**src/verilog/rsie_defines.vh**
```
`ifndef RSIE_DEFINES_VH
`define RSIE_DEFINES_VH
// ==========================================
// opcodes
`define RSIE_OP_HALT 8'hdf
`define RSIE_OP_NOP 8'hc0
`define RSIE_OP_TXCAL 8'hc1
`define RSIE_OP_RXON 8'hc2
`define RSIE_OP_TXON 8'hc3
`define RSIE_OP_TXCCA 8'hc4
`define RSIE_OP_OFF 8'hc5
`define RSIE_OP_FLRX 8'hc6
`define RSIE_OP_FLTX 8'hc7
`define RSIE_OP_ACK 8'hc8
`define RSIE_OP_ACKP 8'hc9
`define RSIE_OP_IHALT 8'hff
`define RSIE_OP_ISTART 8'hfe
`define RSIE_OP_ITXCAL 8'he1
// immediate strobe class: 0xe1..0xe9 maps to 0xc1..0xc9
`define RSIE_IMM_STRB_HI 4'he
`define RSIE_PRG_STRB_HI 4'hc
`define RSIE_STRB_LO_MIN 4'h1
`define RSIE_STRB_LO_MAX 4'h9
// ==========================================
// strobe vector bit positions
`define RSIE_STRB_W 9
`define RSIE_SB_TXCAL 0
`define RSIE_SB_RXON 1
`define RSIE_SB_TXON 2
`define RSIE_SB_TXCCA 3
`define RSIE_SB_OFF 4
`define RSIE_SB_FLRX 5
`define RSIE_SB_FLTX 6
`define RSIE_SB_ACK 7
`define RSIE_SB_ACKP 8
`define RSIE_ZERO8 8'h00
`endif

```
**src/verilog/rsie_strobe_dec.v**
```verilog
`timescale 1ns/1ps
`include "rsie_defines.vh"
// ==========================================
// maps a strobe opcode low nibble to a one-hot strobe vector
module rsie_strobe_dec (
	// opcode
	input wire [7:0] opcode,
	// decoded
	output reg is_strobe,
	output reg [`RSIE_STRB_W-1:0] strobe_vec
);
	always @* begin
		is_strobe = 1'b0;
		strobe_vec = {`RSIE_STRB_W{1'b0}};
		if ((opcode[7:4] == `RSIE_PRG_STRB_HI ||
			opcode[7:4] == `RSIE_IMM_STRB_HI) &&
			opcode[3:0] >= `RSIE_STRB_LO_MIN &&
			opcode[3:0] <= `RSIE_STRB_LO_MAX) begin
			is_strobe = 1'b1;
			strobe_vec[opcode[3:0] - `RSIE_STRB_LO_MIN] = 1'b1;
		end
	end
endmodule

```
**src/verilog/rsie_imem.v**
```verilog
`timescale 1ns/1ps
`include "rsie_defines.vh"
// ==========================================
// instruction memory with write pointer and clear
module rsie_imem #(
	parameter DEPTH = 24,
	parameter AW = 5
) (
	// clock and reset
	input wire clk,
	input wire rst_n,
	// write side
	input wire wr_en,
	input wire [7:0] wr_data,
	input wire clear,
	// read side
	input wire [AW-1:0] rd_addr,
	output wire [7:0] rd_data,
	output wire [AW-1:0] count
);
	reg [7:0] mem_q [0:DEPTH-1];
	reg [AW-1:0] wptr_q;
	integer i;
	always @(posedge clk or negedge rst_n) begin
		if (!rst_n) begin
			wptr_q <= {AW{1'b0}};
			for (i = 0; i < DEPTH; i = i + 1)
				mem_q[i] <= `RSIE_ZERO8;
		end else if (clear) begin
			wptr_q <= {AW{1'b0}};
			for (i = 0; i < DEPTH; i = i + 1)
				mem_q[i] <= `RSIE_ZERO8;
		end else if (wr_en && wptr_q < DEPTH[AW-1:0]) begin
			mem_q[wptr_q] <= wr_data;
			wptr_q <= wptr_q + {{(AW-1){1'b0}}, 1'b1};
		end
	end
	// out-of-range reads return a halt so a runaway program stops
	assign rd_data = (rd_addr < wptr_q) ? mem_q[rd_addr] : `RSIE_OP_HALT;
	assign count = wptr_q;
endmodule

```
**src/verilog/rsie_exec.v**
```verilog
`timescale 1ns/1ps
`include "rsie_defines.vh"
// How it works
// - halt opcode stops, zeroes pc and pointer
// - halt clears memory, label, raises stopped flag
// - nop only advances the pc
// - tx calibrate strobe, test use only
// - receive-on opcode pulses receive-on strobe
// - strobes hold pc until radio acknowledges
// - transmit-on opcode pulses transmit-on strobe
// - conditional transmit strobe, radio checks channel
// - radio-off opcode pulses radio-off strobe
// - receive flush opcode pulses receive flush strobe
// - transmit flush opcode pulses transmit flush strobe
// - ack opcode pulses ack strobe
// - ack-pending opcode pulses ack-pending strobe
// - immediate halt stops and clears everything
// - immediate start runs from pc zero
// - immediate tx calibrate strobes, waits acknowledge
module rsie_exec #(
	parameter DEPTH = 24,
	parameter AW = 5
) (
	// clock and reset
	input wire clk,
	input wire rst_n,
	// host instruction port
	input wire host_load,
	input wire host_immediate,
	input wire [7:0] host_instr,
	// radio acknowledge
	input wire radio_ack,
	// unimplemented opcode completion from sibling units
	input wire other_done,
	// status
	output reg running_q,
	output reg busy_q,
	output reg [AW-1:0] pc_q,
	output reg label_valid_q,
	output reg processor_stopped_flag,
	output reg other_exec_q,
	// radio strobes
	output reg tx_synth_calibrate_strobe,
	output reg receive_on_strobe_out,
	output reg transmit_on_strobe,
	output reg conditional_transmit_strobe,
	output reg radio_off_strobe,
	output reg receive_flush_strobe,
	output reg transmit_flush_strobe,
	output reg ack_frame_strobe,
	output reg ack_pending_frame_strobe
);
	// ==========================================
	// states
	localparam [3:0] ST_IDLE = 4'b0001;
	localparam [3:0] ST_FETCH = 4'b0010;
	localparam [3:0] ST_WAIT = 4'b0100;
	localparam [3:0] ST_OTHER = 4'b1000;

	reg [3:0] state_q, state_d;
	reg [AW-1:0] pc_d;
	reg run_d, stop_d, clear_mem;
	reg fire_d, imm_wait_q, imm_wait_d;
	reg label_d;
	wire [7:0] rd_data;
	wire prg_strobe, imm_strobe;
	wire [`RSIE_STRB_W-1:0] prg_vec, imm_vec;
	reg [`RSIE_STRB_W-1:0] strb_d;
	reg fetch_ok;

	// immediates never reach memory
	wire mem_wr = host_load && !host_immediate;
	wire imm = host_load && host_immediate;

	// ==========================================
	// memory and decoders
	rsie_imem #(.DEPTH(DEPTH), .AW(AW)) u_imem (
		.clk(clk),
		.rst_n(rst_n),
		.wr_en(mem_wr),
		.wr_data(host_instr),
		.clear(clear_mem),
		.rd_addr(pc_q),
		.rd_data(rd_data),
		.count()
	);

	rsie_strobe_dec u_prg_dec (
		.opcode(rd_data),
		.is_strobe(prg_strobe),
		.strobe_vec(prg_vec)
	);

	rsie_strobe_dec u_imm_dec (
		.opcode(host_instr),
		.is_strobe(imm_strobe),
		.strobe_vec(imm_vec)
	);

	// ==========================================
	// sequencing
	always @* begin
		state_d = state_q;
		pc_d = pc_q;
		run_d = running_q;
		stop_d = 1'b0;
		clear_mem = 1'b0;
		label_d = label_valid_q;
		strb_d = {`RSIE_STRB_W{1'b0}};
		imm_wait_d = imm_wait_q;
		fire_d = 1'b0;
		fetch_ok = 1'b0;
		case (state_q)
		ST_IDLE: begin
			fetch_ok = running_q;
		end
		ST_FETCH: begin
			fetch_ok = 1'b1;
		end
		ST_WAIT: begin
			if (radio_ack) begin
				if (imm_wait_q) begin
					imm_wait_d = 1'b0;
					state_d = running_q ? ST_FETCH : ST_IDLE;
				end else begin
					pc_d = pc_q + {{(AW-1){1'b0}}, 1'b1};
					state_d = ST_FETCH;
				end
			end
		end
		ST_OTHER: begin
			// sibling units own the pc while busy
			if (other_done) begin
				pc_d = pc_q + {{(AW-1){1'b0}}, 1'b1};
				state_d = ST_FETCH;
			end
		end
		default: begin
			state_d = ST_IDLE;
		end
		endcase

		// immediates take priority over the program step
		if (imm && host_instr == `RSIE_OP_IHALT) begin
			run_d = 1'b0;
			pc_d = {AW{1'b0}};
			clear_mem = 1'b1;
			label_d = 1'b0;
			stop_d = 1'b1;
			imm_wait_d = 1'b0;
			state_d = ST_IDLE;
		end else if (imm && host_instr == `RSIE_OP_ISTART) begin
			pc_d = {AW{1'b0}};
			run_d = 1'b1;
			state_d = ST_FETCH;
		end else if (imm && imm_strobe && state_q != ST_WAIT) begin
			strb_d = imm_vec;
			imm_wait_d = 1'b1;
			state_d = ST_WAIT;
		end else if (fetch_ok && running_q) begin
			if (rd_data == `RSIE_OP_HALT) begin
				run_d = 1'b0;
				pc_d = {AW{1'b0}};
				clear_mem = 1'b1;
				label_d = 1'b0;
				stop_d = 1'b1;
				state_d = ST_IDLE;
			end else if (rd_data == `RSIE_OP_NOP) begin
				pc_d = pc_q + {{(AW-1){1'b0}}, 1'b1};
				state_d = ST_FETCH;
			end else if (prg_strobe) begin
				strb_d = prg_vec;
				state_d = ST_WAIT;
			end else begin
				fire_d = 1'b1;
				state_d = ST_OTHER;
			end
		end
	end

	// ==========================================
	// registers
	always @(posedge clk or negedge rst_n) begin
		if (!rst_n) begin
			state_q <= ST_IDLE;
			pc_q <= {AW{1'b0}};
			running_q <= 1'b0;
			busy_q <= 1'b0;
			label_valid_q <= 1'b0;
			processor_stopped_flag <= 1'b0;
			other_exec_q <= 1'b0;
			imm_wait_q <= 1'b0;
		end else begin
			state_q <= state_d;
			pc_q <= pc_d;
			running_q <= run_d;
			busy_q <= (state_d == ST_WAIT) || (state_d == ST_OTHER);
			label_valid_q <= label_d;
			// one-cycle pulse per halt
			processor_stopped_flag <= stop_d;
			other_exec_q <= fire_d;
			imm_wait_q <= imm_wait_d;
		end
	end

	// ==========================================
	// strobe outputs
	// kept apart so each strobe is a bare flop
	always @(posedge clk or negedge rst_n) begin
		if (!rst_n) begin
			tx_synth_calibrate_strobe <= 1'b0;
			receive_on_strobe_out <= 1'b0;
			transmit_on_strobe <= 1'b0;
			conditional_transmit_strobe <= 1'b0;
			radio_off_strobe <= 1'b0;
			receive_flush_strobe <= 1'b0;
			transmit_flush_strobe <= 1'b0;
			ack_frame_strobe <= 1'b0;
			ack_pending_frame_strobe <= 1'b0;
		end else begin
			tx_synth_calibrate_strobe <= strb_d[`RSIE_SB_TXCAL];
			receive_on_strobe_out <= strb_d[`RSIE_SB_RXON];
			transmit_on_strobe <= strb_d[`RSIE_SB_TXON];
			// channel check done by radio
			conditional_transmit_strobe <= strb_d[`RSIE_SB_TXCCA];
			radio_off_strobe <= strb_d[`RSIE_SB_OFF];
			receive_flush_strobe <= strb_d[`RSIE_SB_FLRX];
			transmit_flush_strobe <= strb_d[`RSIE_SB_FLTX];
			ack_frame_strobe <= strb_d[`RSIE_SB_ACK];
			ack_pending_frame_strobe <= strb_d[`RSIE_SB_ACKP];
		end
	end
endmodule

```
**config.mk**
```make
export PLATFORM = sky130hd
export DESIGN_NAME = rsie_exec
export DESIGN_NICKNAME = d
export VERILOG_FILES = /design/src/verilog/rsie_strobe_dec.v /design/src/verilog/rsie_imem.v /design/src/verilog/rsie_exec.v
export VERILOG_INCLUDE_DIRS = /design/src /design/src/verilog
export SDC_FILE = /design/constraint.sdc
export NUM_CORES = 1
export LEC_CHECK = 0
export ABC_AREA = 1
export ABC_CLOCK_PERIOD_IN_PS = 3500
export BUFFER_PORTS_ARGS = -buffer_cell sky130_fd_sc_hd__buf_4
export CORE_MARGIN = 8
export CORE_UTILIZATION = 46
export CTS_BUF_LIST = sky130_fd_sc_hd__clkbuf_16
export DETAILED_ROUTE_END_ITERATION = 10
export PLACE_DENSITY = 0.64
export SKIP_CTS_REPAIR_TIMING = 1
export SYNTH_ARGS = -nofsm -noshare
export SYNTH_HDL_FRONTEND = slang
export SYNTH_SLANG_ARGS = --single-unit
export TNS_END_PERCENT = 1
```
**constraint.sdc**
```tcl
create_clock -name clk -period 3.5 [get_ports clk]
set_input_delay 0.35 -clock clk [delete_from_list [all_inputs] [get_ports clk]]
set_output_delay 0.35 -clock clk [all_outputs]
set_load 0.03 [all_outputs]
```
==> summary.md <==
| Metric | Value |
|---|---|
| Count of routing violations after the opening detailed-route iteration | `1056` |
| Register area share after synthesis | `0.4683` |
| Gate count after technology mapping | `1636` |
| Maximum number of pins on one net before global-route repair | `91` |
| Number of max-slew violations in the final report | `0` |
| Ant. Diodes | `0` |
| Result of the run | `finished clean` |
| Largest stage delay on the critical path | `570 ps` |
| Maximum level of the CTS H-tree | `1` |
| Clock Sink Count | `220` |
| Synthesized area | `11760 um^2` |
| Shortest clock period the worst path allows after layout | `3218 ps` |
| Top cells by area, synth | `sky130_fd_sc_hd__dfrtp_1 47%, sky130_fd_sc_hd__nand2_1 12%, sky130_fd_sc_hd__nor2_1 11%, sky130_fd_sc_hd__o21ai_0 6.9%, sky130_fd_sc_hd__nand3_1 5.9%` |
| Number of nets in the synthesized netlist | `1659` |
| Yosys warning total | `0` |
| First-pass DRT Iterations | `7` |
| Detailed-route wire length per cell | `17.30 um` |
| Type of the tightest min-delay check | `in2reg` |
| Final period util | `0.9193` |
| Final Instance Area | `13120 um^2` |
| Distinct cell type count of the synthesized netlist | `34` |
| # nets final | `1652` |
| Congestion Overflow GR | `0` |
| Lkg Pwr | `0.006521 uW` |
| Sum of negative setup slack | `0 ps` |
| Initial core utilization | `0.4683` |
| HPWL after detailed placement | `22330 um` |
| Fraction of layout cells with a size suffix above 1 | `0.07580` |
| Boundary Pins | `33` |
| Highest net fanout along the worst path | `19` |
| Required time worst endpoint | `3920 ps` |
| Placer's final routability congestion estimate | `0.9075` |
| Startpoint class of the critical path | `flop` |
| Pwr/cell area | `690.4 nW/um^2` |
| Via density | `5.298` |
| Transition time of the tightest slew-check pin | `1104 ps` |
| Number of buffers added by the clock tree synthesis step | `26` |
| Via count | `10484` |
| DIE AREA | `30930 um^2` |
| Clock slew at the register clock pins of the worst setup and hold paths | `60 ps` |
| Element type at the critical path end | `flop` |
| Antenna violation net count after detailed routing | `0` |
| Classification of the worst setup path | `reg2reg` |
| Number of failing hold endpoints at the final stage | `0` |
| CTS Buffer Depth | `3` |
| Clock root cell | `sky130_fd_sc_hd__clkbuf_16` |
| Sum of buffers and inverters on the critical path | `3` |
| Synthesized area divided by synthesized cell count | `7.188 um^2` |
| Clock tree from TritonCTS | `done` |
| First-pass GRT wire length | `55100 um` |
| Count of buffers from port buffering | `31` |
| Most area-hungry cell type in the Yosys netlist | `sky130_fd_sc_hd__dfrtp_1` |
| Non-filler instance count after layout | `1979` |
| Cell at the slowest stage of the critical path | `sky130_fd_sc_hd__dfrtp_2` |
| Final setup viols | `0` |
| Unrepaired setup endpoints after global routing | `false` |
| Placement row count | `58` |
| GRT Resource Usage Total | `0.2217` |
| Die W | `175.9 um` |
| Die H | `175.9 um` |
| Top-area cell type share of the netlist area | `0.4661` |
| Worst-case headroom to the max-slew limit | `0.2632` |
| Peak supply drop | `0.0003650 V` |
| Routed WL | `34230 um` |
| Worst clock skew | `16.48 ps` |
| Maximum clock frequency | `310.8 MHz` |
| Synth-to-layout area growth | `11.53%` |
| Cell count after placement | `1930` |
| Area after DPL | `12280 um^2` |
| Vias in the first global route | `9889` |
| Later-pin clock latency in the skew report | `540 ps` |
| Kind of cell adding the most delay to the critical path | `simple AND/OR/NAND/NOR gates` |
| Number of DRC violations after detailed routing | `0` |
| Register bit count reported by yosys | `220` |
| Number of maximum-capacitance violations | `0` |
| Crit path arrival time | `3630 ps` |
| Fillers | `2481` |
| Cells along the critical path | `inv_2, buf_4, nand3_1, nand3_1, nand3_1, nand2_1, nand2_1, nand2_1, nand2_1, nor2_1, nand3_1, o21ai_4, buf_4, nor2_1` |
| CORE AREA | `25110 um^2` |
| Number of antenna violations at the first check in global routing | `0` |
synthesized netlist by cell type (all sizes together):
master,number
o31ai,1
a41oi,1
conb,1
nand2,372
nor2,338
o21ai,169
nor3,13
o211ai,17
inv,132
nand4,9
o21bai,1
xor2,6
nand3b,1
buf,53
clkinv,5
o2111ai,1
nand3,139
clkbuf,53
a21oi,83
ha,9
nor4,4
or2,7
dfstp,1
and3,1
dfrtp,219
tightest hold or removal path, cell delays in order:
cell	delay [ps]
sky130_fd_sc_hd__buf_4	80
sky130_fd_sc_hd__nand3b_1	90
sky130_fd_sc_hd__nand2_1	50
cells by family (layout without fill, tap and decap cells):
group	Yosys count	after routing	synth area share
other cells	1	1	0.0003189
fa+ha+maj	9	9	0.009577
xor+xnor	6	6	0.004469
buf+inv	243	256	0.09161
compound gates	273	273	0.1209
flops	220	220	0.4683
simple gates	884	884	0.3049
through the flow:
stage	hold slack (ps)	utilization	power [uW]	worst slack [ps]
floorplan	54.41	-	5775	783.3
global placement	428.9	0.4892	6333	397.8
detailed placement	428.4	0.4892	6432	367.5
CTS	-138.1	0.5219	9087	334.9
global route	99.85	0.5223	9712	114.4
finish	74.73	0.5223	9055	282.4
layout make-up:
type,count,area (um^2),area share
Inverter,137,514.2,0.03921
Sequential cell,220,5512,0.4202
Multi-Input combinational cell,1173,5186,0.3954
Clock inverter,21,146.4,0.01116
Clock buffer,27,675.6,0.05152
Tap cell,330,412.9,0.03148
Timing Repair Buffer,71,668.1,0.05094
flip-flops by register name, summed over array words and instances (netlist names), 4 cells and up:
| signal | cells |
|---|---|
| u_imem.mem_q | 192 |
| state_q | 4 |
| u_imem.count | 5 |
| pc_q | 5 |
power breakdown:
| part | switching [uW] | internal [uW] | leakage, uW |
|---|---|---|---|
| clock | 1090 | 1530 | 0.000410 |
| combinational | 1530 | 956 | 0.00327 |
| sequential | 456 | 3490 | 0.00285 |
| total | 3080 | 5980 | 0.00652 |
path summary, 6_finish.rpt:
| path | startpoint | to | slack (ps) | cells past startpoint |
|---|---|---|---|---|
| setup / recovery | pc_q[1] | u_imem.mem_q[112] | 280 | 14 |
| hold / removal | other_done | state_q[3] | 70 | 3 |
| setup reg to reg | pc_q[1] | u_imem.mem_q[112] | 280 | 14 |
| hold reg to reg | u_imem.mem_q[117] | u_imem.mem_q[117] | 530 | 2 |
| max in group asynchronous | rst_n | other_exec_q | 2140 | 3 |
| min in group asynchronous | rst_n | u_imem.mem_q[59] | 440 | 2 |
per-layer routing:
layer | global-route usage | share of wire
met1 | 0.3025 | 0.45
met2 | 0.3459 | 0.45
met3 | 0.04166 | 0.063
met4 | 0.08089 | 0.032
met5 | 0 | 0
cell usage in the layout, fill, tap and decap left out, drive strengths merged:
master / count
a21oi: 83
a41oi: 1
and3: 1
buf: 70
bufinv: 2
clkbuf: 27
clkinv: 20
clkinvlp: 2
conb: 1
dfrtp: 219
dfstp: 1
dlygate4sd3: 1
ha: 9
inv: 134
nand2: 372
nand3: 139
nand3b: 1
nand4: 9
nor2: 338
nor3: 13
nor4: 4
o2111ai: 1
o211ai: 17
o21ai: 169
o21bai: 1
o31ai: 1
or2: 7
xor2: 6
Note: power is estimated with default switching activity, not from simulation.
